`config.mk`:
```
export PLATFORM = sky130hd
export DESIGN_NAME = pms_status_flags
export DESIGN_NICKNAME = d
export VERILOG_FILES = /design/src/pms_pkg.sv /design/src/pms_status_flags.sv
export SDC_FILE = /design/constraint.sdc
export NUM_CORES = 1
export LEC_CHECK = 0
export BUFFER_PORTS_ARGS = -buffer_cell sky130_fd_sc_hd__buf_2
export CAP_MARGIN = 10
export CORE_ASPECT_RATIO = 1.5
export CORE_MARGIN = 4
export CORE_UTILIZATION = 44
export CTS_CLUSTER_SIZE = 24
export DETAILED_ROUTE_END_ITERATION = 6
export PLACE_DENSITY = 0.77
export SYNTH_ARGS = -nofsm -noshare
export SYNTH_HDL_FRONTEND = slang
export SYNTH_SLANG_ARGS = --single-unit
```
`constraint.sdc`:
```
create_clock -name clk_i -period 1.9 [get_ports clk_i]
set_clock_uncertainty 0.05 [all_clocks]
set_input_delay 0.19 -clock clk_i [delete_from_list [all_inputs] [get_ports clk_i]]
set_output_delay 0.19 -clock clk_i [all_outputs]
set_load 0.01 [all_outputs]
```
`src/pms_pkg.sv`:
```
// Purpose: Constants shared by the power monitor status flag block.
// Assumes: Command codes are the byte addresses seen by the serial engine.
// Notes: Thresholds and readings use the direct-format readback coding.
package pms_pkg;

   // Command codes of the registers held or decoded here.
   localparam logic [7:0] CMD_CLEAR_FAULTS = 8'h03;
   localparam logic [7:0] CMD_OVERPOWER_THRESHOLD = 8'h6b;
   localparam logic [7:0] CMD_SUMMARY_STATUS_BYTE = 8'h78;
   localparam logic [7:0] CMD_SUMMARY_STATUS_WORD = 8'h79;
   localparam logic [7:0] CMD_CURRENT_WARNING_STATUS = 8'h7b;
   localparam logic [7:0] CMD_INPUT_WARNING_STATUS = 8'h7c;
   localparam logic [7:0] CMD_VENDOR_AUX_WARNING_STATUS = 8'h80;

   // Values after reset.
   localparam logic [15:0] OVERPOWER_THRESHOLD_RST = 16'h7fff;
   localparam logic [7:0] STATUS_RST = 8'h00;
   localparam logic [15:0] RD_DATA_RST = 16'h0000;

   // Threshold codes that switch a comparison off.
   localparam logic [15:0] OVERPOWER_DISABLE = 16'h7fff;
   localparam logic [11:0] OVERCURRENT_DISABLE = 12'h7ff;
   localparam logic [11:0] OVERVOLTAGE_DISABLE = 12'hfff;
   localparam logic [11:0] UNDERVOLTAGE_DISABLE = 12'h000;

   // Bit positions in the summary byte and word.
   localparam int SUM_OTHER_PENDING_BIT = 0;
   localparam int SUM_COMM_ERROR_BIT = 1;
   localparam int SUM_VENDOR_BIT = 12;
   localparam int SUM_INPUT_BIT = 13;
   localparam int SUM_CURRENT_BIT = 14;

   // Bit positions in the category warning registers.
   localparam int CUR_OVERCURRENT_BIT = 5;
   localparam int INP_OVERVOLTAGE_BIT = 6;
   localparam int INP_UNDERVOLTAGE_BIT = 5;
   localparam int INP_OVERPOWER_BIT = 0;
   localparam int VEN_OVERVOLTAGE_BIT = 6;
   localparam int VEN_UNDERVOLTAGE_BIT = 5;

endpackage : pms_pkg

```
`src/pms_status_flags.sv`:
```
// Purpose: Warning comparisons and status registers of a power monitor.
// Assumes: Command, data and measurement inputs come from logic on clk_i.
// Notes: Reads answer one cycle after rd_en_i on rd_data_o with rd_valid_o.
`timescale 1ns/100ps

// Summary of operation
// Overpower threshold is signed, sign picks direction.
// Overpower threshold 16-bit RW, 0x7fff disables.
// Summary byte equals low byte of word.
// A one bit means warning occurred.
// Comm error bit 1 latches on bus errors.
// Byte bit 0 live: other register active.
// Word bit 14 live: current register active.
// Word bit 13 live: input register active.
// Word bit 12 live: vendor register active.
// Word bits 15, 11:8, byte 7:2 read zero.
// Current bit 5 latches on overcurrent.
// Input bit 6 latches on overvoltage.
// Input bit 5 latches on undervoltage.
// Input bit 0 latches on overpower.
// Reserved bits of warning registers read zero.
// Clear-faults clears all latched bits.
// Vendor register latches auxiliary OV and UV.
// Compare once per averaged measurement update.
// Latched bits hold; reads never clear them.
// Reset zeroes status, threshold to 0x7fff.
module pms_status_flags (
   input wire logic clk_i,
   input wire logic rst_i,
   input wire logic [7:0] cmd_i,
   input wire logic wr_en_i,
   input wire logic [15:0] wr_data_i,
   input wire logic rd_en_i,
   input wire logic comm_err_i,
   input wire logic sample_valid_i,
   input wire logic [11:0] sensed_current_i,
   input wire logic [11:0] primary_voltage_i,
   input wire logic [15:0] power_i,
   input wire logic [11:0] auxiliary_voltage_i,
   input wire logic [11:0] overcurrent_threshold_i,
   input wire logic [11:0] primary_overvoltage_threshold_i,
   input wire logic [11:0] primary_undervoltage_threshold_i,
   input wire logic [11:0] aux_overvoltage_threshold_i,
   input wire logic [11:0] aux_undervoltage_threshold_i,
   output logic [15:0] rd_data_o,
   output logic rd_valid_o,
   output logic rd_hit_o
);

   // A signed limit flags readings beyond it, away from zero.
   function automatic logic crossed(input logic [15:0] value,
                                    input logic [15:0] limit);
      logic res;
      res = 1'b0;
      if (limit[15]) begin
         res = $signed(value) < $signed(limit);
      end else begin
         res = $signed(value) > $signed(limit);
      end
      return res;
   endfunction : crossed

   logic [15:0] overpower_threshold_ff;
   logic comm_error_flag_ff;
   logic overcurrent_flag_ff;
   logic primary_overvoltage_flag_ff;
   logic primary_undervoltage_flag_ff;
   logic overpower_flag_ff;
   logic aux_overvoltage_flag_ff;
   logic aux_undervoltage_flag_ff;
   logic [7:0] rd_cmd_ff;

   logic clear_faults;
   logic [15:0] current_ext;
   logic [15:0] oc_limit_ext;
   logic overcurrent_event;
   logic primary_overvoltage_event;
   logic primary_undervoltage_event;
   logic overpower_event;
   logic aux_overvoltage_event;
   logic aux_undervoltage_event;
   logic [7:0] current_warning_status;
   logic [7:0] input_warning_status;
   logic [7:0] vendor_aux_warning_status;
   logic current_summary_bit;
   logic input_summary_bit;
   logic vendor_summary_bit;
   logic other_status_pending;
   logic [7:0] summary_status_byte;
   logic [15:0] summary_status_word;
   logic [15:0] nxt_rd_data;
   logic nxt_rd_hit;

   // Clear-faults carries no data, so a write of the code alone acts.
   assign clear_faults = wr_en_i && (cmd_i == pms_pkg::CMD_CLEAR_FAULTS);

   // Current limit and reading share the 12-bit signed direct coding.
   assign current_ext = {{4{sensed_current_i[11]}}, sensed_current_i};
   assign oc_limit_ext = {{4{overcurrent_threshold_i[11]}},
                          overcurrent_threshold_i};

   // Events are qualified by the averaged update strobe and by the threshold not being its disable code.
   always_comb begin
      overcurrent_event = sample_valid_i
         && (overcurrent_threshold_i != pms_pkg::OVERCURRENT_DISABLE)
         && crossed(current_ext, oc_limit_ext);
      primary_overvoltage_event = sample_valid_i
         && (primary_overvoltage_threshold_i
             != pms_pkg::OVERVOLTAGE_DISABLE)
         && (primary_voltage_i > primary_overvoltage_threshold_i);
      primary_undervoltage_event = sample_valid_i
         && (primary_undervoltage_threshold_i
             != pms_pkg::UNDERVOLTAGE_DISABLE)
         && (primary_voltage_i < primary_undervoltage_threshold_i);
      overpower_event = sample_valid_i
         && (overpower_threshold_ff != pms_pkg::OVERPOWER_DISABLE)
         && crossed(power_i, overpower_threshold_ff);
      aux_overvoltage_event = sample_valid_i
         && (aux_overvoltage_threshold_i != pms_pkg::OVERVOLTAGE_DISABLE)
         && (auxiliary_voltage_i > aux_overvoltage_threshold_i);
      aux_undervoltage_event = sample_valid_i
         && (aux_undervoltage_threshold_i != pms_pkg::UNDERVOLTAGE_DISABLE)
         && (auxiliary_voltage_i < aux_undervoltage_threshold_i);
   end

   // Overpower threshold register.
   always_ff @(posedge clk_i) begin
      if (rst_i) begin
         overpower_threshold_ff <= pms_pkg::OVERPOWER_THRESHOLD_RST;
      end else if (wr_en_i && (cmd_i == pms_pkg::CMD_OVERPOWER_THRESHOLD))
      begin
         overpower_threshold_ff <= wr_data_i;
      end
   end

   // Every latched flag: a new event wins over a clear in the same cycle,
   // so a warning that coincides with clear-faults is never lost.
   always_ff @(posedge clk_i) begin
      if (rst_i) begin
         comm_error_flag_ff <= 1'b0;
      end else begin
         comm_error_flag_ff <= (comm_error_flag_ff && !clear_faults)
            || comm_err_i;
      end
   end

   always_ff @(posedge clk_i) begin
      if (rst_i) begin
         overcurrent_flag_ff <= 1'b0;
      end else begin
         overcurrent_flag_ff <= (overcurrent_flag_ff && !clear_faults)
            || overcurrent_event;
      end
   end

   always_ff @(posedge clk_i) begin
      if (rst_i) begin
         primary_overvoltage_flag_ff <= 1'b0;
         primary_undervoltage_flag_ff <= 1'b0;
         overpower_flag_ff <= 1'b0;
      end else begin
         primary_overvoltage_flag_ff <= (primary_overvoltage_flag_ff
            && !clear_faults) || primary_overvoltage_event;
         primary_undervoltage_flag_ff <= (primary_undervoltage_flag_ff
            && !clear_faults) || primary_undervoltage_event;
         overpower_flag_ff <= (overpower_flag_ff && !clear_faults)
            || overpower_event;
      end
   end

   always_ff @(posedge clk_i) begin
      if (rst_i) begin
         aux_overvoltage_flag_ff <= 1'b0;
         aux_undervoltage_flag_ff <= 1'b0;
      end else begin
         aux_overvoltage_flag_ff <= (aux_overvoltage_flag_ff
            && !clear_faults) || aux_overvoltage_event;
         aux_undervoltage_flag_ff <= (aux_undervoltage_flag_ff
            && !clear_faults) || aux_undervoltage_event;
      end
   end

   // Register images; reserved bits stay zero.
   always_comb begin
      current_warning_status = pms_pkg::STATUS_RST;
      current_warning_status[pms_pkg::CUR_OVERCURRENT_BIT] =
         overcurrent_flag_ff;
      input_warning_status = pms_pkg::STATUS_RST;
      input_warning_status[pms_pkg::INP_OVERVOLTAGE_BIT] =
         primary_overvoltage_flag_ff;
      input_warning_status[pms_pkg::INP_UNDERVOLTAGE_BIT] =
         primary_undervoltage_flag_ff;
      input_warning_status[pms_pkg::INP_OVERPOWER_BIT] = overpower_flag_ff;
      vendor_aux_warning_status = pms_pkg::STATUS_RST;
      vendor_aux_warning_status[pms_pkg::VEN_OVERVOLTAGE_BIT] =
         aux_overvoltage_flag_ff;
      vendor_aux_warning_status[pms_pkg::VEN_UNDERVOLTAGE_BIT] =
         aux_undervoltage_flag_ff;
   end

   // Roll-up bits are live: they follow the latched bits, not events.
   assign current_summary_bit = |current_warning_status;
   assign input_summary_bit = |input_warning_status;
   assign vendor_summary_bit = |vendor_aux_warning_status;
   assign other_status_pending = current_summary_bit
      || input_summary_bit || vendor_summary_bit;

   always_comb begin
      summary_status_byte = pms_pkg::STATUS_RST;
      summary_status_byte[pms_pkg::SUM_OTHER_PENDING_BIT] =
         other_status_pending;
      summary_status_byte[pms_pkg::SUM_COMM_ERROR_BIT] = comm_error_flag_ff;
      summary_status_word = {8'h00, summary_status_byte};
      summary_status_word[pms_pkg::SUM_CURRENT_BIT] = current_summary_bit;
      summary_status_word[pms_pkg::SUM_INPUT_BIT] = input_summary_bit;
      summary_status_word[pms_pkg::SUM_VENDOR_BIT] = vendor_summary_bit;
   end

   // Read multiplexer; an unknown code answers zero with rd_hit_o low.
   always_comb begin
      nxt_rd_data = pms_pkg::RD_DATA_RST;
      nxt_rd_hit = 1'b1;
      case (cmd_i)
         pms_pkg::CMD_OVERPOWER_THRESHOLD: begin
            nxt_rd_data = overpower_threshold_ff;
         end
         pms_pkg::CMD_SUMMARY_STATUS_BYTE: begin
            nxt_rd_data = {8'h00, summary_status_byte};
         end
         pms_pkg::CMD_SUMMARY_STATUS_WORD: begin
            nxt_rd_data = summary_status_word;
         end
         pms_pkg::CMD_CURRENT_WARNING_STATUS: begin
            nxt_rd_data = {8'h00, current_warning_status};
         end
         pms_pkg::CMD_INPUT_WARNING_STATUS: begin
            nxt_rd_data = {8'h00, input_warning_status};
         end
         pms_pkg::CMD_VENDOR_AUX_WARNING_STATUS: begin
            nxt_rd_data = {8'h00, vendor_aux_warning_status};
         end
         default: begin
            nxt_rd_hit = 1'b0;
         end
      endcase
   end

   // Reads only sample the flags; clearing is left to clear-faults.
   always_ff @(posedge clk_i) begin
      if (rst_i) begin
         rd_data_o <= pms_pkg::RD_DATA_RST;
         rd_valid_o <= 1'b0;
         rd_hit_o <= 1'b0;
         rd_cmd_ff <= 8'h00;
      end else begin
         rd_valid_o <= rd_en_i;
         if (rd_en_i) begin
            rd_data_o <= nxt_rd_data;
            rd_hit_o <= nxt_rd_hit;
            rd_cmd_ff <= cmd_i;
         end
      end
   end

   a_thr_reset_val: assert property (
      @(posedge clk_i) $fell(rst_i) |-> overpower_threshold_ff
         == pms_pkg::OVERPOWER_THRESHOLD_RST && !overpower_flag_ff
         && !comm_error_flag_ff)
      else $error("Threshold or flags wrong after reset.");

   a_op_positive: assert property (
      @(posedge clk_i) disable iff (rst_i)
      sample_valid_i && !overpower_threshold_ff[15]
         && overpower_threshold_ff != pms_pkg::OVERPOWER_DISABLE
         && $signed(power_i) > $signed(overpower_threshold_ff)
         |=> overpower_flag_ff)
      else $error("Positive overpower not flagged.");

   a_op_negative: assert property (
      @(posedge clk_i) disable iff (rst_i)
      sample_valid_i && overpower_threshold_ff[15]
         && $signed(power_i) < $signed(overpower_threshold_ff)
         |=> input_warning_status[pms_pkg::INP_OVERPOWER_BIT])
      else $error("Negative overpower not flagged.");

   a_op_disabled: assert property (
      @(posedge clk_i) disable iff (rst_i)
      !overpower_flag_ff && overpower_threshold_ff
         == pms_pkg::OVERPOWER_DISABLE |=> !overpower_flag_ff)
      else $error("Overpower set while disabled.");

   a_byte_in_word: assert property (
      @(posedge clk_i) disable iff (rst_i)
      rd_en_i && cmd_i == pms_pkg::CMD_SUMMARY_STATUS_WORD ##1
         rd_en_i && cmd_i == pms_pkg::CMD_SUMMARY_STATUS_BYTE
         && $stable(summary_status_byte)
         |=> rd_data_o == {8'h00, $past(rd_data_o[7:0])})
      else $error("Summary byte differs from word low byte.");

   a_comm_latch: assert property (
      @(posedge clk_i) disable iff (rst_i)
      comm_err_i |=> comm_error_flag_ff [*1] ##0
         summary_status_byte[pms_pkg::SUM_COMM_ERROR_BIT])
      else $error("Comm error did not latch.");

   a_pending_live: assert property (
      @(posedge clk_i) disable iff (rst_i)
      rd_en_i && cmd_i == pms_pkg::CMD_SUMMARY_STATUS_BYTE
         |=> rd_data_o[0] == ($past(overcurrent_flag_ff)
         || $past(overpower_flag_ff) || $past(primary_overvoltage_flag_ff)
         || $past(primary_undervoltage_flag_ff)
         || $past(aux_overvoltage_flag_ff)
         || $past(aux_undervoltage_flag_ff)))
      else $error("Pending bit does not match status registers.");

   a_word_rollup: assert property (
      @(posedge clk_i) disable iff (rst_i)
      rd_en_i && cmd_i == pms_pkg::CMD_SUMMARY_STATUS_WORD |=>
         rd_data_o[14] == $past(overcurrent_flag_ff)
         && rd_data_o[12] == ($past(aux_overvoltage_flag_ff)
         || $past(aux_undervoltage_flag_ff)))
      else $error("Word roll-up bits wrong.");

   a_word_reserved: assert property (
      @(posedge clk_i) disable iff (rst_i)
      rd_valid_o && rd_cmd_ff == pms_pkg::CMD_SUMMARY_STATUS_WORD
         |-> rd_data_o[15] == 1'b0 && rd_data_o[11:8] == 4'h0
         && rd_data_o[7:2] == 6'h00)
      else $error("Reserved word bits not zero.");

   a_input_reserved: assert property (
      @(posedge clk_i) disable iff (rst_i)
      rd_valid_o && rd_cmd_ff == pms_pkg::CMD_INPUT_WARNING_STATUS
         |-> rd_data_o[7] == 1'b0 && rd_data_o[4:1] == 4'h0)
      else $error("Reserved input bits not zero.");

   a_oc_latch: assert property (
      @(posedge clk_i) disable iff (rst_i)
      overcurrent_event |=> overcurrent_flag_ff)
      else $error("Overcurrent did not latch.");

   a_vin_latch: assert property (
      @(posedge clk_i) disable iff (rst_i)
      sample_valid_i && primary_overvoltage_threshold_i != 12'hfff
         && primary_voltage_i > primary_overvoltage_threshold_i
         |=> input_warning_status[6])
      else $error("Overvoltage did not latch.");

   a_uv_latch: assert property (
      @(posedge clk_i) disable iff (rst_i)
      sample_valid_i && primary_voltage_i < primary_undervoltage_threshold_i
         |=> input_warning_status[5])
      else $error("Undervoltage did not latch.");

   a_flag_holds: assert property (
      @(posedge clk_i) disable iff (rst_i)
      (overcurrent_flag_ff && !clear_faults) [*2] |=> overcurrent_flag_ff)
      else $error("Latched flag dropped without clear.");

   a_clear_all: assert property (
      @(posedge clk_i) disable iff (rst_i)
      clear_faults && !sample_valid_i && !comm_err_i
         |=> summary_status_word == 16'h0000)
      else $error("Clear-faults left a bit set.");

endmodule : pms_status_flags

```
# ---- Word-level counts from Yosys, hierarchy flattened
# Cells that the tools add are included.
dict set report op_classes {
  magnitude_cmp 8
  n_reduce_logical 36
  n_eq_ne 11
  muxes 4
}
# operator n
set op_table {}
lappend op_table {{16-bit one-hot mux with 6 select lines} 1}
lappend op_table {{8-bit by 7-bit == test with 1-bit output, second input constant} 5}
lappend op_table {{12-bit > comparator} 3}
lappend op_table {{12-bit less-than comparator} 3}
lappend op_table {{12-bit inequality test, second input constant} 2}
lappend op_table {{12-bit nonzero test} 2}
lappend op_table {{1-bit logical AND} 21}
lappend op_table {{16-bit > comparator} 1}
lappend op_table {{16-bit less-than comparator} 1}
lappend op_table {{16-bit by 15-bit inequality test with 1-bit output, second input constant} 1}
lappend op_table {{12-bit by 11-bit inequality test with 1-bit output, second input constant} 1}
lappend op_table {{1-bit logical OR} 9}
lappend op_table {{8-bit by 2-bit == test with 1-bit output, second input constant} 1}
lappend op_table {{8-bit == test, second input constant} 1}
lappend op_table {{6-bit OR reduction} 1}
lappend op_table {{1-bit two-way mux} 3}
lappend op_table {{3-bit OR reduction} 1}
lappend op_table {{2-bit OR reduction} 1}
lappend op_table {{1-bit logical NOT} 1}
dict set report word_totals {
  regBits 41
  output_inout_bits 18
  word_cells 70
}

# ---- Logic depth before layout (Yosys ltp)
dict set report logic_depth {
  depth_word 5
  depth_mapped 8
  mapped_depth_nobuf 8
}

# ---- Worst setup path before layout
# Ideal clock, no wire load.
dict set report synth_path {
  path_type {register to register}
  start {reg overpower_threshold_ff[10]}
  end {reg overpower_flag_ff}
  n_path_buf 0
  required_time_ns 1.726
  setup_time_ns 0.124
  synth_period_minus_slack_ns 1.876
  path_slack_ns 0.024
  arrival_ns 1.702
  path_stages_with_launch 9
  cell_sequence {dfxtp_1 -> inv_1 -> ha_1 -> and3_4 -> a221oi_2 -> a21oi_1 -> nor4_1 -> nand4b_1 -> o211ai_2}
}
dict set report synth_between {
  elab_chain_len 4
}
# item line_no
set synth_lines {}
lappend synth_lines {{start: declaration} pms_status_flags.sv:63} ;# logic [15:0] overpower_threshold_ff;
lappend synth_lines {{start signal: assignment} pms_status_flags.sv:129} ;# overpower_threshold_ff <= pms_pkg::OVERPOWER_THRESHOLD_RST;
lappend synth_lines {{start signal: assignment} pms_status_flags.sv:132} ;# overpower_threshold_ff <= wr_data_i;
lappend synth_lines {{16-bit > comparator, or another cell as far along} pms_status_flags.sv:58} ;# res = $signed(value) > $signed(limit);
lappend synth_lines {{1-bit two-way mux or 1-bit logical AND (tied branches)} {pms_status_flags.sv:55, pms_status_flags.sv:116}}
lappend synth_lines {{1-bit logical AND *} pms_status_flags.sv:117} ;# && crossed(power_i, overpower_threshold_ff);
lappend synth_lines {{1-bit logical OR *} pms_status_flags.sv:167} ;# || overpower_event;
lappend synth_lines {{end signal: assignment} pms_status_flags.sv:166} ;# overpower_flag_ff <= (overpower_flag_ff && !clear_faults)
lappend synth_lines {{end: declaration} pms_status_flags.sv:68} ;# logic overpower_flag_ff;
# Every way passes the cells marked *; elsewhere a longest branch is shown, timed or not.
# A chain may end at the register's enable or synchronous reset.

# ---- Worst setup path in the final report
# Ends and elaborated chain as after synthesis.

==> impl_metrics.toml <==
[global_routing]
grt_max_degree = 20
grt_overflow = 0
grt_pass1_wl_mm = 18.6
antenna_found_initial = 1
grt_usage_pct = 22.2
grt_pass1_vias = 4248

[logic_synthesis]
synth-main-ff-cell = "dfxtp_1"
ys.warnings.count = 0
synth-async-reset-ratio_pct = 0
syn_inst = 465
syn_nets = 681
ys_seq_area_share_pct = 21.7
synth_seq_cells = 41
synth_area_per_cell_um2 = 8.13
ys_types = 49
netlist_area_um2 = 3780
synth-edff-count = 0

[die]
num_rows = 41
die_w_um = 83.7
die_h_um = 121
start_util_pct = 44.9
die_area_um2 = 10200
core_area_um2 = 8410
ios = 160

[timing]
maxSlewViolCount = 0
finalCriticalPeriod_ps = 1840
finalHoldViolations = 0
rsz0062_at_grt = "true"
max_freq_mhz = 543
worst_slack_ps = 57.7
tns_ps = 0
slew_headroom_pct = 64.5
worst_pin_slew_ps = 531
fin_crit_sh_pct = 97.0
setup_viol = 0

[setup_path]
r2r-start = "overpower_threshold_ff[10]"
crit_start = "overpower_threshold_ff[10]"
crit_required_ps = 2020
start_kind = "register"
arrival_ps = 1970
crit_fanout = 3
endpoint_kind = "register"
worstSetupPathType = "register to register"

[cts]
cts-hold-fix-buffers = 0
cts_tree = "yes"
numCtsBuffers = 5
max-clock-path-buffers = 2
cts_root_buf = "clkbuf_16"
clock_sinks = 41
clkLatencyLatePin_ps = 290
clk_pin_slew_ps = 60
cts_max_level = 2

[detailed_routing]
vias = 4160
dr.pass1.iters = 4
final_antenna_net_count = 0
wire_per_inst_um = 15.8
drtIter0Drc = 142
drt_wl_total_mm = 11.8
drc = 0
vias_per_cell = 5.57

[power_and_ir_drop]
total_power_mw = 2.62
ir_worst_vdd_v = 0.000415
power_density_nw_per_um2 = 514
p_leak_nw = 2.87

[placement]
dp.final_hpwl_mm = 9.92
post-place-ws_ps = -62.4
portBuffers = 159
place_congestion = 0.924

[min_path]
hold_class = "primary input to register"
worstHoldStart = "comm_err_i"

[final_layout]
drive_above_1_share_pct = 33.9
fin_nets = 855
area_growth_pct = 34.9
fillCellCount = 769
layout.cells.most_common_list = "buf_2, inv_1, ha_1, dfxtp_1, a21oi_1"
final_common_cell = "buf_2"
n_antenna_cell = 0

[status]
outcome = "completed"

[run]
drv_cap = 0
[power by group]
part	leakage [nW]	internal, mW	switching [mW]	total, mW
clock	0.0944	0.757	0.360	1.12
sequential	0.330	0.878	0.0182	0.896
combinational	2.45	0.300	0.307	0.607
[per-stage QoR]
stage | instance area [um2] | util [%] | hold WS, ps | std cells
after floorplan | 3780 | - | 257 | 465
after global placement | 4780 | 56.8 | 371 | 738
after detailed placement | 4780 | 56.8 | 381 | 738
after CTS | 5030 | 59.7 | 86.2 | 746
after global routing | 5100 | 60.6 | 134 | 747
final | 5100 | 60.6 | 82.0 | 747
[repair_timing]
action | in CTS | in global routing
gates cloned | 0 | 0
resized for setup | 10 | 12
endpoints found under the setup margin | 1 | 1
pin swaps | 6 | 9
buffers inserted | 0 | 1
[layer usage]
metal,part of all wire [%],up-vias,GRT usage (%)
met3,6.5,30,3.94
met4,3.2,2,7.95
met1,36,1932,23.1
met5,0.11,-,0
li1,-,2042,-
met2,54,154,43.7
[final timing paths]
path | to | cells past startpoint | slack, ps
max | overpower_flag_ff | 8 | 60
min | comm_error_flag_ff | 3 | 80
max reg2reg | overpower_flag_ff | 8 | 60
min reg2reg | rd_data_o[10] | 2 | 410
[flip-flops by register name, indices dropped and copies added, names as in the netlist]
| register | cells |
|---|---|
| rd_data_o | 16 |
| primary_overvoltage_flag_ff | 1 |
| overpower_flag_ff | 1 |
| primary_undervoltage_flag_ff | 1 |
| rd_hit_o | 1 |
| aux_overvoltage_flag_ff | 1 |
| current_summary_bit | 1 |
| comm_error_flag_ff | 1 |
| rd_valid_o | 1 |
| aux_undervoltage_flag_ff | 1 |
| overpower_threshold_ff | 16 |
[critical path, stage by stage, from the launching register on]
cell	delay, ps
dfxtp_2	330
inv_2	40
ha_4	200
and3_4	200
a221oi_4	300
a21oi_2	120
o31ai_2	210
nor2b_2	190
o211ai_2	80
[layout make-up]
class                           instances  area, um2  share of cell area, %
Multi-Input combinational cell        332       2700                   52.9
Timing Repair Buffer                  179        946                   18.6
Sequential cell                        41        828                   16.2
Inverter                               80        300                   5.89
Tap cell                              107        134                   2.63
Clock buffer                            5        125                   2.45
Clock inverter                          3       68.8                   1.35
[Yosys cell counts (2+ instances only)]
cell	count	area (um2)
inv_1	78	293
ha_1	74	926
dfxtp_1	41	821
a21oi_1	33	165
nand2_1	22	82.6
nand4_1	20	125
nor2_1	20	75.1
nand3_1	19	95.1
a21o_1	18	135
a211o_1	16	140
and3_1	16	100
clkbuf_1	8	30.0
o21ai_0	8	40.0
o31ai_1	8	60.1
nor2b_1	7	43.8
nor4_1	7	43.8
a22oi_1	6	45.0
o211ai_1	6	45.0
and4_1	4	35.0
nor3_1	4	20.0
o21a_1	4	30.0
a211oi_1	3	22.5
a22o_1	3	26.3
buf_6	3	33.8
nand2b_1	3	18.8
nand3b_1	3	22.5
nand4b_1	3	26.3
a32o_1	2	20.0
and3_4	2	22.5
inv_2	2	7.51
mux2i_1	2	20.0
o21ba_1	2	20.0
o41a_1	2	22.5
[kinds of logic after synthesis]
family	count (synthesis)	share of synthesized area [%]
AND/OR/NAND/NOR	136	20.5
AO/OA/AOI/OAI	120	23.0
buffers and inverters	92	9.77
adder cells (fa/ha/maj)	74	24.5
flip-flops	41	21.7
multiplexers	2	0.530
(Power assumes the default switching activity.)
